===== config.mk =====
export PLATFORM = sky130hd
export DESIGN_NAME = rbp_bus_port
export DESIGN_NICKNAME = d
export VERILOG_FILES = /design/src/hw/rbp_pkg.sv /design/src/hw/rbp_ser_if.sv /design/src/hw/rbp_bus_port.sv /design/src/hw/rbp_serial.sv
export SDC_FILE = /design/constraint.sdc
export NUM_CORES = 1
export LEC_CHECK = 0
export ABC_AREA = 0
export BUFFER_PORTS_ARGS = -buffer_cell sky130_fd_sc_hd__buf_2
export CORE_MARGIN = 5
export CORE_UTILIZATION = 51
export DETAILED_ROUTE_END_ITERATION = 8
export GPL_ROUTABILITY_DRIVEN = 0
export PLACE_DENSITY = 0.92
export SYNTH_ARGS = -nofsm -noshare
export SYNTH_HDL_FRONTEND = slang
export SYNTH_SLANG_ARGS = --single-unit

===== constraint.sdc =====
create_clock -name clk -period 3.2 [get_ports clk]
set_clock_uncertainty 0.05 [all_clocks]
set_input_delay 0.16 -clock clk [delete_from_list [all_inputs] [get_ports clk]]
set_output_delay 0.16 -clock clk [all_outputs]
set_load 0.03 [all_outputs]

===== src/hw/rbp_pkg.sv =====
// How it works
// far_memory_flag_n goes low while a memory cycle addresses 4096 to 65407.
// memory cycles drive address lines only at 0 to 4095; io and code one/two cycles always drive them.
// data lines are an 8-bit active-high bidirectional bus with enable.
// level_irq_input requests an interrupt for as long as it is high.
// rising edge of rising_irq_input pends an interrupt only when interrupts enabled.
// third interrupt edge polarity follows edge_polarity_select: 1 rising, 0 falling.
// wait_n sampled at end of T2; stretch_state holds while wait_n low.
// opcode_fetch_flag is high throughout opcode fetch cycles only.
// write strobe low only with valid write data; floats in halt, hold, reset.
// read strobe gates external data; floats in halt, hold and reset.
// serial input shifts in MSB first on serial clock rising edges.
// serial output shifts out MSB first on serial clock falling edges.
// port_emulation_code_one puts B,C on address lines and 01h on data.
// port_emulation_code_two puts B,C on address lines and 02h on data.
// port_emulation_code_four floats address lines and drives 04h on data.
// port_cycle_pulse is high while any port-emulation cycle runs.
// the clock is supplied from outside on clock_input_pin (clk here).
// each bidir_port line is an input or output on its own.
// port_cycle_pulse drops when that cycle ends; never high in other cycles.
// buses float when hold_grant rises and are driven again after it falls.
package rbp_pkg;
  localparam int ADDR_W = 16;
  localparam int DATA_W = 8;
  localparam logic [15:0] PROG_LAST = 16'h0fff;
  localparam logic [15:0] FAR_FIRST = 16'h1000;
  localparam logic [15:0] FAR_LAST = 16'hff7f;
  localparam logic [7:0] PE_CODE_ONE = 8'h01;
  localparam logic [7:0] PE_CODE_TWO = 8'h02;
  localparam logic [7:0] PE_CODE_FOUR = 8'h04;
  localparam logic [3:0] SER_LAST = 4'h8;
  localparam logic [3:0] SER_ZERO = 4'h0;
  localparam logic [3:0] SER_ONE = 4'h1;
  localparam int CLK_NS = 50;
  localparam int HOLD_REDRIVE_NS = 350;
  // longest time: round down, at least one cycle
  localparam int HOLD_REDRIVE_CYC = (HOLD_REDRIVE_NS / CLK_NS) < 1 ? 1 :
                                    (HOLD_REDRIVE_NS / CLK_NS);

  typedef enum logic [2:0] {
    K_FETCH = 3'h0,
    K_MEM_RD = 3'h1,
    K_MEM_WR = 3'h2,
    K_IO_RD = 3'h3,
    K_IO_WR = 3'h4,
    K_PE_ONE = 3'h5,
    K_PE_TWO = 3'h6,
    K_PE_FOUR = 3'h7
  } rbp_kind_e;

  typedef enum logic [2:0] {
    ST_IDLE = 3'h0,
    ST_T1 = 3'h1,
    ST_T2 = 3'h2,
    ST_TW = 3'h3,
    ST_T3 = 3'h4
  } rbp_state_e;
endpackage : rbp_pkg


===== src/hw/rbp_ser_if.sv =====
`timescale 1ns/1ps
`default_nettype none
interface rbp_ser_if;
  logic sck_rise;
  logic sck_fall;
  logic serial_in;
  logic load;
  logic [7:0] load_data;
  logic serial_out;
  logic [7:0] rx_data;
  logic done;
  modport ctl (output sck_rise, output sck_fall, output serial_in, output load,
               output load_data, input serial_out, input rx_data, input done);
  modport shf (input sck_rise, input sck_fall, input serial_in, input load,
               input load_data, output serial_out, output rx_data, output done);
endinterface : rbp_ser_if
`default_nettype wire


===== src/hw/rbp_bus_port.sv =====
`timescale 1ns/1ps
`default_nettype none
module rbp_bus_port
  import rbp_pkg::*;
(
  // clock, reset, enable
  input wire logic clk,
  input wire logic srst,
  input wire logic ce,
  // core request side
  input wire logic req_valid,
  input wire rbp_kind_e req_kind,
  input wire logic [15:0] req_addr,
  input wire logic [7:0] req_wdata,
  input wire logic [15:0] req_bc,
  output logic req_ready,
  output logic rsp_done,
  output logic [7:0] rsp_rdata,
  // core state
  input wire logic halt,
  input wire logic hold_req,
  output logic hold_grant,
  // interrupts
  input wire logic level_irq_input,
  input wire logic rising_irq_input,
  input wire logic programmable_edge_irq_input,
  input wire logic irq_enable,
  input wire logic edge_polarity_select,
  input wire logic [1:0] irq_clear,
  output logic [2:0] irq_pending,
  // external bus
  output logic [15:0] address_lines_o,
  output logic address_lines_oe,
  input wire logic [7:0] data_lines_i,
  output logic [7:0] data_lines_o,
  output logic data_lines_oe,
  output logic read_strobe_n_o,
  output logic read_strobe_n_oe,
  output logic write_strobe_n_o,
  output logic write_strobe_n_oe,
  input wire logic wait_n,
  output logic opcode_fetch_flag,
  output logic far_memory_flag_n,
  output logic port_cycle_pulse,
  // serial port
  input wire logic serial_clk,
  input wire logic serial_in,
  output logic serial_out,
  input wire logic ser_load,
  input wire logic [7:0] ser_load_data,
  output logic [7:0] ser_rx_data,
  output logic ser_done,
  // bidirectional port
  input wire logic [7:0] bidir_port_i,
  output logic [7:0] bidir_port_o,
  output logic [7:0] bidir_port_oe,
  input wire logic [7:0] port_dir,
  input wire logic [7:0] port_out,
  output logic [7:0] port_in
);
  localparam int HOLD_CHK = HOLD_REDRIVE_CYC;

  function automatic logic is_read(input rbp_kind_e k);
    return (k == K_FETCH) || (k == K_MEM_RD) || (k == K_IO_RD);
  endfunction : is_read

  function automatic logic is_pe(input rbp_kind_e k);
    return (k == K_PE_ONE) || (k == K_PE_TWO) || (k == K_PE_FOUR);
  endfunction : is_pe

  function automatic logic is_mem(input rbp_kind_e k);
    return (k == K_FETCH) || (k == K_MEM_RD) || (k == K_MEM_WR);
  endfunction : is_mem

  // ---------------- bus cycle machine
  rbp_state_e state_r, state_nxt;
  rbp_kind_e kind_r, kind_nxt;
  logic [15:0] addr_r, addr_nxt;
  logic [7:0] wdata_r, wdata_nxt;
  logic [7:0] rdata_r, rdata_nxt;
  logic done_r, done_nxt;
  logic aoe_r, aoe_nxt;
  logic doe_r, doe_nxt;
  logic rd_r, rd_nxt;
  logic wr_r, wr_nxt;
  logic soe_r, soe_nxt;
  logic fetch_r, fetch_nxt;
  logic far_r, far_nxt;
  logic pcp_r, pcp_nxt;
  logic hold_r, hold_nxt;
  logic in_cyc;
  logic strobe_ph;

  // hold takes effect only between cycles, so a granted bus is idle; halt blocks new cycles but floats the strobes at once
  assign req_ready = (state_r == ST_IDLE) && !hold_r && !hold_req && !halt;

  always_comb begin
    state_nxt = state_r;
    kind_nxt = kind_r;
    addr_nxt = addr_r;
    wdata_nxt = wdata_r;
    rdata_nxt = rdata_r;
    done_nxt = 1'b0;
    unique case (state_r)
      ST_IDLE: begin
        if (req_valid && req_ready) begin
          state_nxt = ST_T1;
          kind_nxt = req_kind;
          addr_nxt = req_addr;
          wdata_nxt = req_wdata;
          unique case (req_kind)
            // B,C on address, code one
            K_PE_ONE: begin
              addr_nxt = req_bc;
              wdata_nxt = PE_CODE_ONE;
            end
            // B,C on address, code two
            K_PE_TWO: begin
              addr_nxt = req_bc;
              wdata_nxt = PE_CODE_TWO;
            end
            // code four, address floated below
            K_PE_FOUR: wdata_nxt = PE_CODE_FOUR;
            default: ;
          endcase
        end
      end
      ST_T1: state_nxt = ST_T2;
      // wait sampled at end of T2
      ST_T2: state_nxt = wait_n ? ST_T3 : ST_TW;
      // stretch while wait held low
      ST_TW: begin
        if (wait_n) begin
          state_nxt = ST_T3;
        end
      end
      ST_T3: begin
        state_nxt = ST_IDLE;
        done_nxt = 1'b1;
        // data gated in by the read strobe
        if (is_read(kind_r)) begin
          rdata_nxt = data_lines_i;
        end
      end
      default: state_nxt = ST_IDLE;
    endcase
    in_cyc = (state_nxt != ST_IDLE);
    strobe_ph = (state_nxt == ST_T2) || (state_nxt == ST_TW) || (state_nxt == ST_T3);
    // grant only from an idle bus, dropped as soon as hold goes
    hold_nxt = hold_r ? hold_req : (hold_req && state_r == ST_IDLE);
    // address only below program limit, io and pe one/two always
    aoe_nxt = in_cyc && (is_mem(kind_nxt) ? (addr_nxt <= PROG_LAST) :
                         (kind_nxt != K_PE_FOUR));
    // device drives data for writes and emulation codes
    doe_nxt = in_cyc && !is_read(kind_nxt);
    // write strobe only while write data is valid
    wr_nxt = !(strobe_ph && (kind_nxt == K_MEM_WR || kind_nxt == K_IO_WR));
    rd_nxt = !(strobe_ph && is_read(kind_nxt));
    // strobes float in halt and hold
    soe_nxt = !(halt || hold_nxt);
    // fetch indicator for the whole fetch cycle
    fetch_nxt = in_cyc && (kind_nxt == K_FETCH);
    // far range flag, active low
    far_nxt = !(in_cyc && is_mem(kind_nxt) && addr_nxt >= FAR_FIRST && addr_nxt <= FAR_LAST);
    // strobe spans emulation cycle only
    pcp_nxt = in_cyc && is_pe(kind_nxt);
  end

  always_ff @(posedge clk) begin
    if (srst) begin
      state_r <= ST_IDLE;
      kind_r <= K_FETCH;
      addr_r <= 16'h0000;
      wdata_r <= 8'h00;
      rdata_r <= 8'h00;
      done_r <= 1'b0;
      aoe_r <= 1'b0;
      doe_r <= 1'b0;
      rd_r <= 1'b1;
      wr_r <= 1'b1;
      soe_r <= 1'b0;
      fetch_r <= 1'b0;
      far_r <= 1'b1;
      pcp_r <= 1'b0;
      hold_r <= 1'b0;
    end else if (ce) begin
      state_r <= state_nxt;
      kind_r <= kind_nxt;
      addr_r <= addr_nxt;
      wdata_r <= wdata_nxt;
      rdata_r <= rdata_nxt;
      done_r <= done_nxt;
      aoe_r <= aoe_nxt;
      doe_r <= doe_nxt;
      rd_r <= rd_nxt;
      wr_r <= wr_nxt;
      soe_r <= soe_nxt;
      fetch_r <= fetch_nxt;
      far_r <= far_nxt;
      pcp_r <= pcp_nxt;
      hold_r <= hold_nxt;
    end
  end

  assign address_lines_o = addr_r;
  assign address_lines_oe = aoe_r;
  assign data_lines_o = wdata_r;
  assign data_lines_oe = doe_r;
  assign read_strobe_n_o = rd_r;
  assign read_strobe_n_oe = soe_r;
  assign write_strobe_n_o = wr_r;
  assign write_strobe_n_oe = soe_r;
  assign opcode_fetch_flag = fetch_r;
  assign far_memory_flag_n = far_r;
  assign port_cycle_pulse = pcp_r;
  assign hold_grant = hold_r;
  assign rsp_done = done_r;
  assign rsp_rdata = rdata_r;

  // ---------------- interrupt inputs
  logic lvl_r, lvl_nxt;
  logic r1_prev_r, r1_prev_nxt;
  logic r2_prev_r, r2_prev_nxt;
  logic pend1_r, pend1_nxt;
  logic pend2_r, pend2_nxt;
  logic rise1;
  logic edge2;

  always_comb begin
    // level request follows the pin
    lvl_nxt = level_irq_input;
    r1_prev_nxt = rising_irq_input;
    r2_prev_nxt = programmable_edge_irq_input;
    rise1 = rising_irq_input && !r1_prev_r;
    // polarity picked by edge select
    edge2 = edge_polarity_select ? (programmable_edge_irq_input && !r2_prev_r) :
                                   (!programmable_edge_irq_input && r2_prev_r);
    // set beats clear, only when enabled
    pend1_nxt = (rise1 && irq_enable) || (pend1_r && !irq_clear[0]);
    pend2_nxt = edge2 || (pend2_r && !irq_clear[1]);
  end

  always_ff @(posedge clk) begin
    if (srst) begin
      lvl_r <= 1'b0;
      r1_prev_r <= 1'b0;
      r2_prev_r <= 1'b0;
      pend1_r <= 1'b0;
      pend2_r <= 1'b0;
    end else if (ce) begin
      lvl_r <= lvl_nxt;
      r1_prev_r <= r1_prev_nxt;
      r2_prev_r <= r2_prev_nxt;
      pend1_r <= pend1_nxt;
      pend2_r <= pend2_nxt;
    end
  end

  assign irq_pending = {pend2_r, pend1_r, lvl_r};

  // ---------------- serial clock edges and shifter
  logic sck_prev_r, sck_prev_nxt;
  rbp_ser_if sif ();

  always_comb begin
    sck_prev_nxt = serial_clk;
  end

  always_ff @(posedge clk) begin
    if (srst) begin
      sck_prev_r <= 1'b1;
    end else if (ce) begin
      sck_prev_r <= sck_prev_nxt;
    end
  end

  assign sif.sck_rise = serial_clk && !sck_prev_r;
  assign sif.sck_fall = !serial_clk && sck_prev_r;
  assign sif.serial_in = serial_in;
  assign sif.load = ser_load;
  assign sif.load_data = ser_load_data;
  assign serial_out = sif.serial_out;
  assign ser_rx_data = sif.rx_data;
  assign ser_done = sif.done;

  rbp_serial u_serial (
    .clk(clk),
    .srst(srst),
    .ce(ce),
    .sif(sif)
  );

  // ---------------- bidirectional port
  logic [7:0] pin_r, pin_nxt;
  logic [7:0] pout_r, pout_nxt;
  logic [7:0] pdir_r, pdir_nxt;

  // each line steered by its own direction bit
  for (genvar i = 0; i < DATA_W; i++) begin : g_port
    always_comb begin
      pdir_nxt[i] = port_dir[i];
      pout_nxt[i] = port_out[i];
      pin_nxt[i] = port_dir[i] ? pout_r[i] : bidir_port_i[i];
    end
  end

  always_ff @(posedge clk) begin
    if (srst) begin
      pin_r <= 8'h00;
      pout_r <= 8'h00;
      pdir_r <= 8'h00;
    end else if (ce) begin
      pin_r <= pin_nxt;
      pout_r <= pout_nxt;
      pdir_r <= pdir_nxt;
    end
  end

  assign bidir_port_o = pout_r;
  assign bidir_port_oe = pdir_r;
  assign port_in = pin_r;

  // ---------------- checks
  chk_far_flag_range: assert property (@(posedge clk) disable iff (srst)
    (state_r == ST_T1 && is_mem(kind_r)) |->
      (far_memory_flag_n == !(addr_r >= FAR_FIRST && addr_r <= FAR_LAST)))
    else $error("far memory flag wrong for address");
  chk_addr_drive_low: assert property (@(posedge clk) disable iff (srst)
    (state_r == ST_T1 && is_mem(kind_r)) |-> (address_lines_oe == (addr_r <= PROG_LAST)))
    else $error("address enable wrong for memory cycle");
  chk_data_write_drive: assert property (@(posedge clk) disable iff (srst)
    (!write_strobe_n_o) |-> data_lines_oe)
    else $error("write strobe without driven data");
  chk_level_irq_follow: assert property (@(posedge clk) disable iff (srst)
    (ce && level_irq_input) |=> irq_pending[0])
    else $error("level interrupt not requested");
  chk_rise_irq_gate: assert property (@(posedge clk) disable iff (srst)
    (ce && !pend1_r && !(rising_irq_input && !r1_prev_r && irq_enable)) |=> !pend1_r)
    else $error("rising interrupt pended without enabled edge");
  chk_edge_sel_fall: assert property (@(posedge clk) disable iff (srst)
    (ce && !edge_polarity_select && r2_prev_r && !programmable_edge_irq_input) |=>
      pend2_r)
    else $error("selected falling edge missed");
  chk_wait_stretch: assert property (@(posedge clk) disable iff (srst)
    (ce && (state_r == ST_T2 || state_r == ST_TW) && !wait_n) |=> state_r == ST_TW)
    else $error("wait not honoured");
  chk_fetch_flag_cycle: assert property (@(posedge clk) disable iff (srst)
    (state_r != ST_IDLE) |-> (opcode_fetch_flag == (kind_r == K_FETCH)))
    else $error("fetch flag mismatch");
  chk_wr_float_hold: assert property (@(posedge clk) disable iff (srst)
    hold_grant |-> (!write_strobe_n_oe && !read_strobe_n_oe))
    else $error("strobes driven during hold");
  chk_rd_strobe_phase: assert property (@(posedge clk) disable iff (srst)
    (!read_strobe_n_o) |-> (is_read(kind_r) && state_r != ST_T1 && !data_lines_oe))
    else $error("read strobe outside read phase");
  chk_pe_code_bus: assert property (@(posedge clk) disable iff (srst)
    (state_r == ST_T1 && kind_r == K_PE_FOUR) |->
      (!address_lines_oe && data_lines_oe && data_lines_o == PE_CODE_FOUR))
    else $error("code four cycle wrong");
  chk_pe_one_bus: assert property (@(posedge clk) disable iff (srst)
    (state_r == ST_T1 && kind_r == K_PE_ONE) |->
      (address_lines_oe && data_lines_o == PE_CODE_ONE && port_cycle_pulse))
    else $error("code one cycle wrong");
  chk_strobe_ends: assert property (@(posedge clk) disable iff (srst)
    (ce && state_r == ST_T3) |=> !port_cycle_pulse)
    else $error("port strobe stuck after cycle");
  chk_hold_redrive: assert property (@(posedge clk) disable iff (srst)
    ($fell(hold_grant) && !halt) |-> ##[0:HOLD_CHK] read_strobe_n_oe)
    else $error("bus not driven again after hold");
endmodule : rbp_bus_port
`default_nettype wire


===== src/hw/rbp_serial.sv =====
`timescale 1ns/1ps
`default_nettype none
module rbp_serial
  import rbp_pkg::*;
(
  // clock and reset
  input wire logic clk,
  input wire logic srst,
  input wire logic ce,
  // link to the bus port
  rbp_ser_if.shf sif
);
  logic [7:0] shift_r, shift_nxt;
  logic [3:0] cnt_r, cnt_nxt;
  logic so_r, so_nxt;
  logic done_r, done_nxt;

  always_comb begin
    shift_nxt = shift_r;
    cnt_nxt = cnt_r;
    so_nxt = so_r;
    done_nxt = 1'b0;
    if (sif.load) begin
      shift_nxt = sif.load_data;
      cnt_nxt = SER_ZERO;
    end else begin
      // msb out on falling edge
      if (sif.sck_fall) begin
        so_nxt = shift_r[7];
      end
      // msb first in on rising edge
      if (sif.sck_rise) begin
        shift_nxt = {shift_r[6:0], sif.serial_in};
        cnt_nxt = (cnt_r == SER_LAST - SER_ONE) ? SER_ZERO : cnt_r + SER_ONE;
        done_nxt = (cnt_r == SER_LAST - SER_ONE);
      end
    end
  end

  always_ff @(posedge clk) begin
    if (srst) begin
      shift_r <= 8'h00;
      cnt_r <= SER_ZERO;
      so_r <= 1'b1;
      done_r <= 1'b0;
    end else if (ce) begin
      shift_r <= shift_nxt;
      cnt_r <= cnt_nxt;
      so_r <= so_nxt;
      done_r <= done_nxt;
    end
  end

  assign sif.serial_out = so_r;
  assign sif.rx_data = shift_r;
  assign sif.done = done_r;

  chk_ser_shift_in: assert property (@(posedge clk) disable iff (srst)
    (ce && sif.sck_rise && !sif.load) |=> (shift_r[0] == $past(sif.serial_in)
      && shift_r[7:1] == $past(shift_r[6:0])))
    else $error("serial input not shifted msb first");
  chk_ser_shift_out: assert property (@(posedge clk) disable iff (srst)
    (ce && sif.sck_fall && !sif.load) |=> so_r == $past(shift_r[7]))
    else $error("serial output not msb on falling edge");
endmodule : rbp_serial
`default_nettype wire

# After elaboration in Yosys (flattened, before gate mapping)
# Cells that the tools add are included.
[word_totals]
reg_bits = 92
in_bits = 100
output_inout_bits = 81
wordCells = 143
[classes]
addsub = 1
order_cmp = 3
eq_ne = 21
muxes = 29
n_bitwise = 1
n_reduce_logical = 60
[ops]
columns = ["operator", "n"]
rows = [
  ["$mux 16", 3],
  ["$eq 3x3->1 const B", 9],
  ["$pmux 8 s3", 1],
  ["$logic_and 1x1->1", 22],
  ["$eq 3x2->1 const B", 7],
  ["$ge 16x13->1 const B", 1],
  ["$le 16x12->1 const B", 1],
  ["$le 16x16->1 const B", 1],
  ["$mux 8", 2],
  ["$logic_not 1->1", 15],
  ["$mux 3", 5],
  ["$mux 1", 14],
  ["$logic_or 1x1->1", 13],
  ["$mux 4", 3],
  ["$pmux 3 s4", 1],
  ["$eq 3x1->1 const B", 3],
  ["$logic_not 3->1", 3],
  ["$reduce_and 3->1", 3],
  ["$add 4x1->4 const B", 1],
  ["$eq 4x3->1 const B", 1],
  ["$ne 3x3->1 const B", 1],
  ["$reduce_bool 3->1", 1],
  ["$reduce_and 2->1", 1],
  ["$reduce_bool 2->1", 1],
  ["2 further kinds", 2],
]

# Longest topological paths before layout
[logic_depth]
depth_word = 14
depth_mapped = 6
mapped_depth_nobuf = 5

# Cells and area by module
# Synthesis repeated with hierarchy kept, for this count alone.
[unflattened]
hier_cells = 462
area_unflattened_um2 = 4331.7
[by_module_without_submodules]
columns = ["mod", "n_inst", "cells_per_inst", "area_each_um2"]
rows = [
  ["rbp_bus_port", 1, 394, 3614.7],
  ["rbp_serial", 1, 68, 716.9],
]

# Worst setup path after synthesis
# No wires, ideal clock.
[synth_timing]
path_kind = "reg-to-reg"
start = "register hold_r, in the netlist hold_grant"
end = "register addr_r[13], in the netlist address_lines_o[13]"
setup_time_ns = 0.088
t_arrival_ns = 1.850
required_time_ns = 3.062
slack_ns = 1.212
stages_incl_launch_ff = 7
cell_sequence = "dfxtp_1 > or4b_1 > buf_2 > nor3_4 > buf_6 > nor2_1 > a311oi_2"
[synth_via]
elab_chain_cells = 7
[synth_rtl]
columns = ["item", "line_no", "text"]
rows = [
  ["start: declaration", "rbp_bus_port.sv:90", "logic hold_r, hold_nxt;"],
  ["start signal: assignment", "rbp_bus_port.sv:201", "hold_r <= hold_nxt;"],
  ["$logic_not 1->1", "rbp_bus_port.sv:95", "assign req_ready = (state_r == ST_IDLE) && !hold_r && !hold_req && !halt;"],
  ["$logic_and 1x1->1 (3 in series)", "rbp_bus_port.sv:95", ""],
  ["$logic_and 1x1->1", "rbp_bus_port.sv:106", "if (req_valid && req_ready) begin"],
  ["$mux 16", "rbp_bus_port.sv:106", ""],
  ["$mux 16", "rbp_bus_port.sv:104", "unique case (state_r)"],
  ["end signal: assignment", "rbp_bus_port.sv:189", "addr_r <= addr_nxt;"],
  ["end: declaration", "rbp_bus_port.sv:78", "logic [15:0] addr_r, addr_nxt;"],
]
# Every way passes these cells.
# A chain may end at the register's enable or synchronous reset.

# Worst setup path in the final report
[layout_timing]
start = "register hold_r, in the netlist hold_grant"
end = "register wdata_r[5], in the netlist data_lines_o[5]"
[layout_via]
elab_chain_cells = 6
[layout_rtl]
columns = ["item", "line_no", "text"]
rows = [
  ["$logic_not 1->1", "rbp_bus_port.sv:95", ""],
  ["$logic_and 1x1->1 (3 in series)", "rbp_bus_port.sv:95", ""],
  ["$logic_and 1x1->1", "rbp_bus_port.sv:106", ""],
  ["$reduce_and 3->1 (no line)", "--", ""],
  ["end signal: assignment", "rbp_bus_port.sv:190", "wdata_r <= wdata_nxt;"],
  ["end: declaration", "rbp_bus_port.sv:79", "logic [7:0] wdata_r, wdata_nxt;"],
]
# Every way passes these cells.

==> flow_summary.json <==
{
  "status": "finished, final reports clean",
  "route.final.wire_length_mm": 11.29,
  "grt_max_degree": 58,
  "synth_warnings": 0,
  "grtUsageTotal_pct": 22.75,
  "io_pins": 181,
  "fmax_mhz": 438.6,
  "ys_ff_latch": 92,
  "die_x_um": 99.80,
  "syn_area_per_cell_um2": 9.059,
  "rsz0062_at_grt": "false",
  "core_mm2": 0.007807,
  "fin_ws_ns": 0.9198,
  "yosys.cell_count.top_type": "dfxtp_1",
  "grt_pass1_vias": 4024,
  "portBuffers": 180,
  "detailed_place_hpwl_mm": 8.458,
  "clkTransAtPathRegs_ns": 0.09,
  "startpoint_type": "register",
  "fin_crit_ns": 2.280,
  "criticalPathCategory": "register to register",
  "vias": 4043,
  "setup_viol": 0,
  "peakVddDrop_mv": 0.2707,
  "grt_pass1_wl_mm": 18.69,
  "yosysUniqueCellTypes": 48,
  "synth-seq-area-share_pct": 44.78,
  "hold_class": "primary input to register",
  "fin_tns_setup_ns": 0,
  "critPathArrivalTime_ns": 2.45,
  "synthTopCellsByArea": "dfxtp_1, mux2i_1, nor2_1",
  "clock-root-buffer": "clkbuf_8",
  "synthCells": 454,
  "cp-end-kind": "register",
  "drtPass1Iterations": 5,
  "antenna_found_initial": 0,
  "drc": 0,
  "p_total_mw": 2.570,
  "power.density_mw_per_mm2": 479.7,
  "drive_above_1_share_pct": 32.91,
  "fin_crit_sh_pct": 71.26,
  "die_area_mm2": 0.009960,
  "tightest_slew_ns": 0.7713,
  "start_util_pct": 52.68,
  "wl_per_cell_um": 15.44,
  "final_hold_viol_count": 0,
  "syn-num-nets": 555,
  "synth_enable_flop_cells": 0,
  "antennaDiodeCount": 0,
  "slew_headroom_pct": 48.41,
  "path_max_fanout": 44,
  "finalMaxSlewViolations": 0,
  "cap_violations": 0,
  "synth_area_leader_cell": "dfxtp_1",
  "cts_buffers": 9,
  "cts_sinks": 92,
  "dp_slack_ns": 0.9614,
  "clockBufferDepth": 2,
  "die_y_um": 99.80,
  "synth.top_cell.area_share_pct": 44.78,
  "cts_htree_levels": 3,
  "yosys-top-cells-count": "dfxtp_1, nor2_1, mux2i_1",
  "leakage_nw": 2.452,
  "gr-total-overflow": 0,
  "mappedNetlistArea_mm2": 0.004113,
  "nNetsFinal": 725,
  "clock_latency_ns": 0.35,
  "ant_nets": 0,
  "async_reset_ff_share_pct": 0,
  "rrSetupSlack_ns": 0.92,
  "rows": 32,
  "drt_iter0_markers": 174,
  "cp.required_ns": 3.37,
  "avgViaCountPerCell": 5.531,
  "cts_tree": "yes",
  "post_cts_resize_count": 0,
  "dominantRegCellSynth": "dfxtp_1",
  "area_growth_syn_to_layout_pct": 30.27
}
[sequential cells by signal, summed over array words and instances (netlist names), 4 cells and up]
| register | count |
|---|---|
| u_serial.cnt_r | 4 |
| port_in | 8 |
| u_serial.sif.rx_data | 8 |
| bidir_port_o | 8 |
| data_lines_o | 8 |
| rsp_rdata | 8 |
| bidir_port_oe | 8 |
| address_lines_o | 16 |
[cell usage in the layout (no fill, tap or decap), types with 7 or more instances in the layout]
cell	synthesis	layout
buf_2	4	180
nor2_1	84	84
mux2i_1	60	60
a21oi_1	20	20
nor3_1	8	8
nand4_1	7	7
dlygate4sd3_1	0	13
clkbuf_8	0	9
dfxtp_1	92	92
o21ai_0	11	11
a211oi_1	27	27
nand2_1	25	25
nand3_1	16	16
[cells by family after synthesis]
| group | count (synthesis) | synth area share [%] |
|---|---|---|
| fa+ha+maj | 1 | 0.3042 |
| simple gates | 178 | 21.08 |
| flops | 92 | 44.78 |
| xor+xnor | 1 | 0.2130 |
| mux | 60 | 14.60 |
| buf+inv | 39 | 4.594 |
| compound gates | 83 | 14.42 |
[worst max-delay path: stages (launching register included)]
cell	delay, ns
dfxtp_1	0.36
or4b_1	0.72
nor3_4	0.17
buf_4	0.46
mux2i_1	0.31
nor2_1	0.07
[cell type report]
| cell class | count | area, µm² |
|---|---|---|
| tap | 102 | 127.6 |
| clock buffer | 9 | 123.9 |
| inverter | 2 | 7.507 |
| clock inverter | 7 | 121.4 |
| sequential | 92 | 1842 |
| fill | 615 | 2450 |
| multi-input combinational | 323 | 2082 |
| timing repair buffer | 196 | 1054 |
[repair_timing]
action	in CTS	in global routing
endpoints found under the hold margin	13	0
hold buffers	13	0
buffers inserted	0	0
[where the power goes]
group / internal [mW] / switching (mW)
sequential: 1.19 / 0.0306
clock: 0.525 / 0.415
combinational: 0.159 / 0.252
total: 1.87 / 0.698
[through the flow]
stage / utilization (%) / instances / cell area [µm²] / hold slack, ns
floorplan: - / 454 / 4113 / 0.2324
global placement: 63.81 / 702 / 4982 / 0.3470
detailed placement: 63.81 / 702 / 4982 / 0.3608
CTS: 68.62 / 731 / 5358 / 0.0008109
global route: 68.62 / 731 / 5358 / 0.006767
finish: 68.62 / 731 / 5358 / 0.02180
[metal layers]
| metal | vias to the layer above | part of all wire, % | GRT usage (%) |
|---|---|---|---|
| met5 | - | 0 | 0 |
| met4 | 0 | 2.6 | 9.874 |
| met3 | 26 | 8.0 | 4.934 |
| met2 | 188 | 49 | 39.71 |
| met1 | 1865 | 40 | 26.78 |
| li1 | 1964 | - | - |
[path summary, 6_finish.rpt]
path,end,from,cells past startpoint
worst max-delay path,data_lines_o[5],hold_grant,5
worst min-delay path,bidir_port_o[6],port_out[6],3
worst max register to register,data_lines_o[5],hold_grant,5
worst min register to register,pend1_r,pend1_r,2
Power figures use the tool's default switching activity.
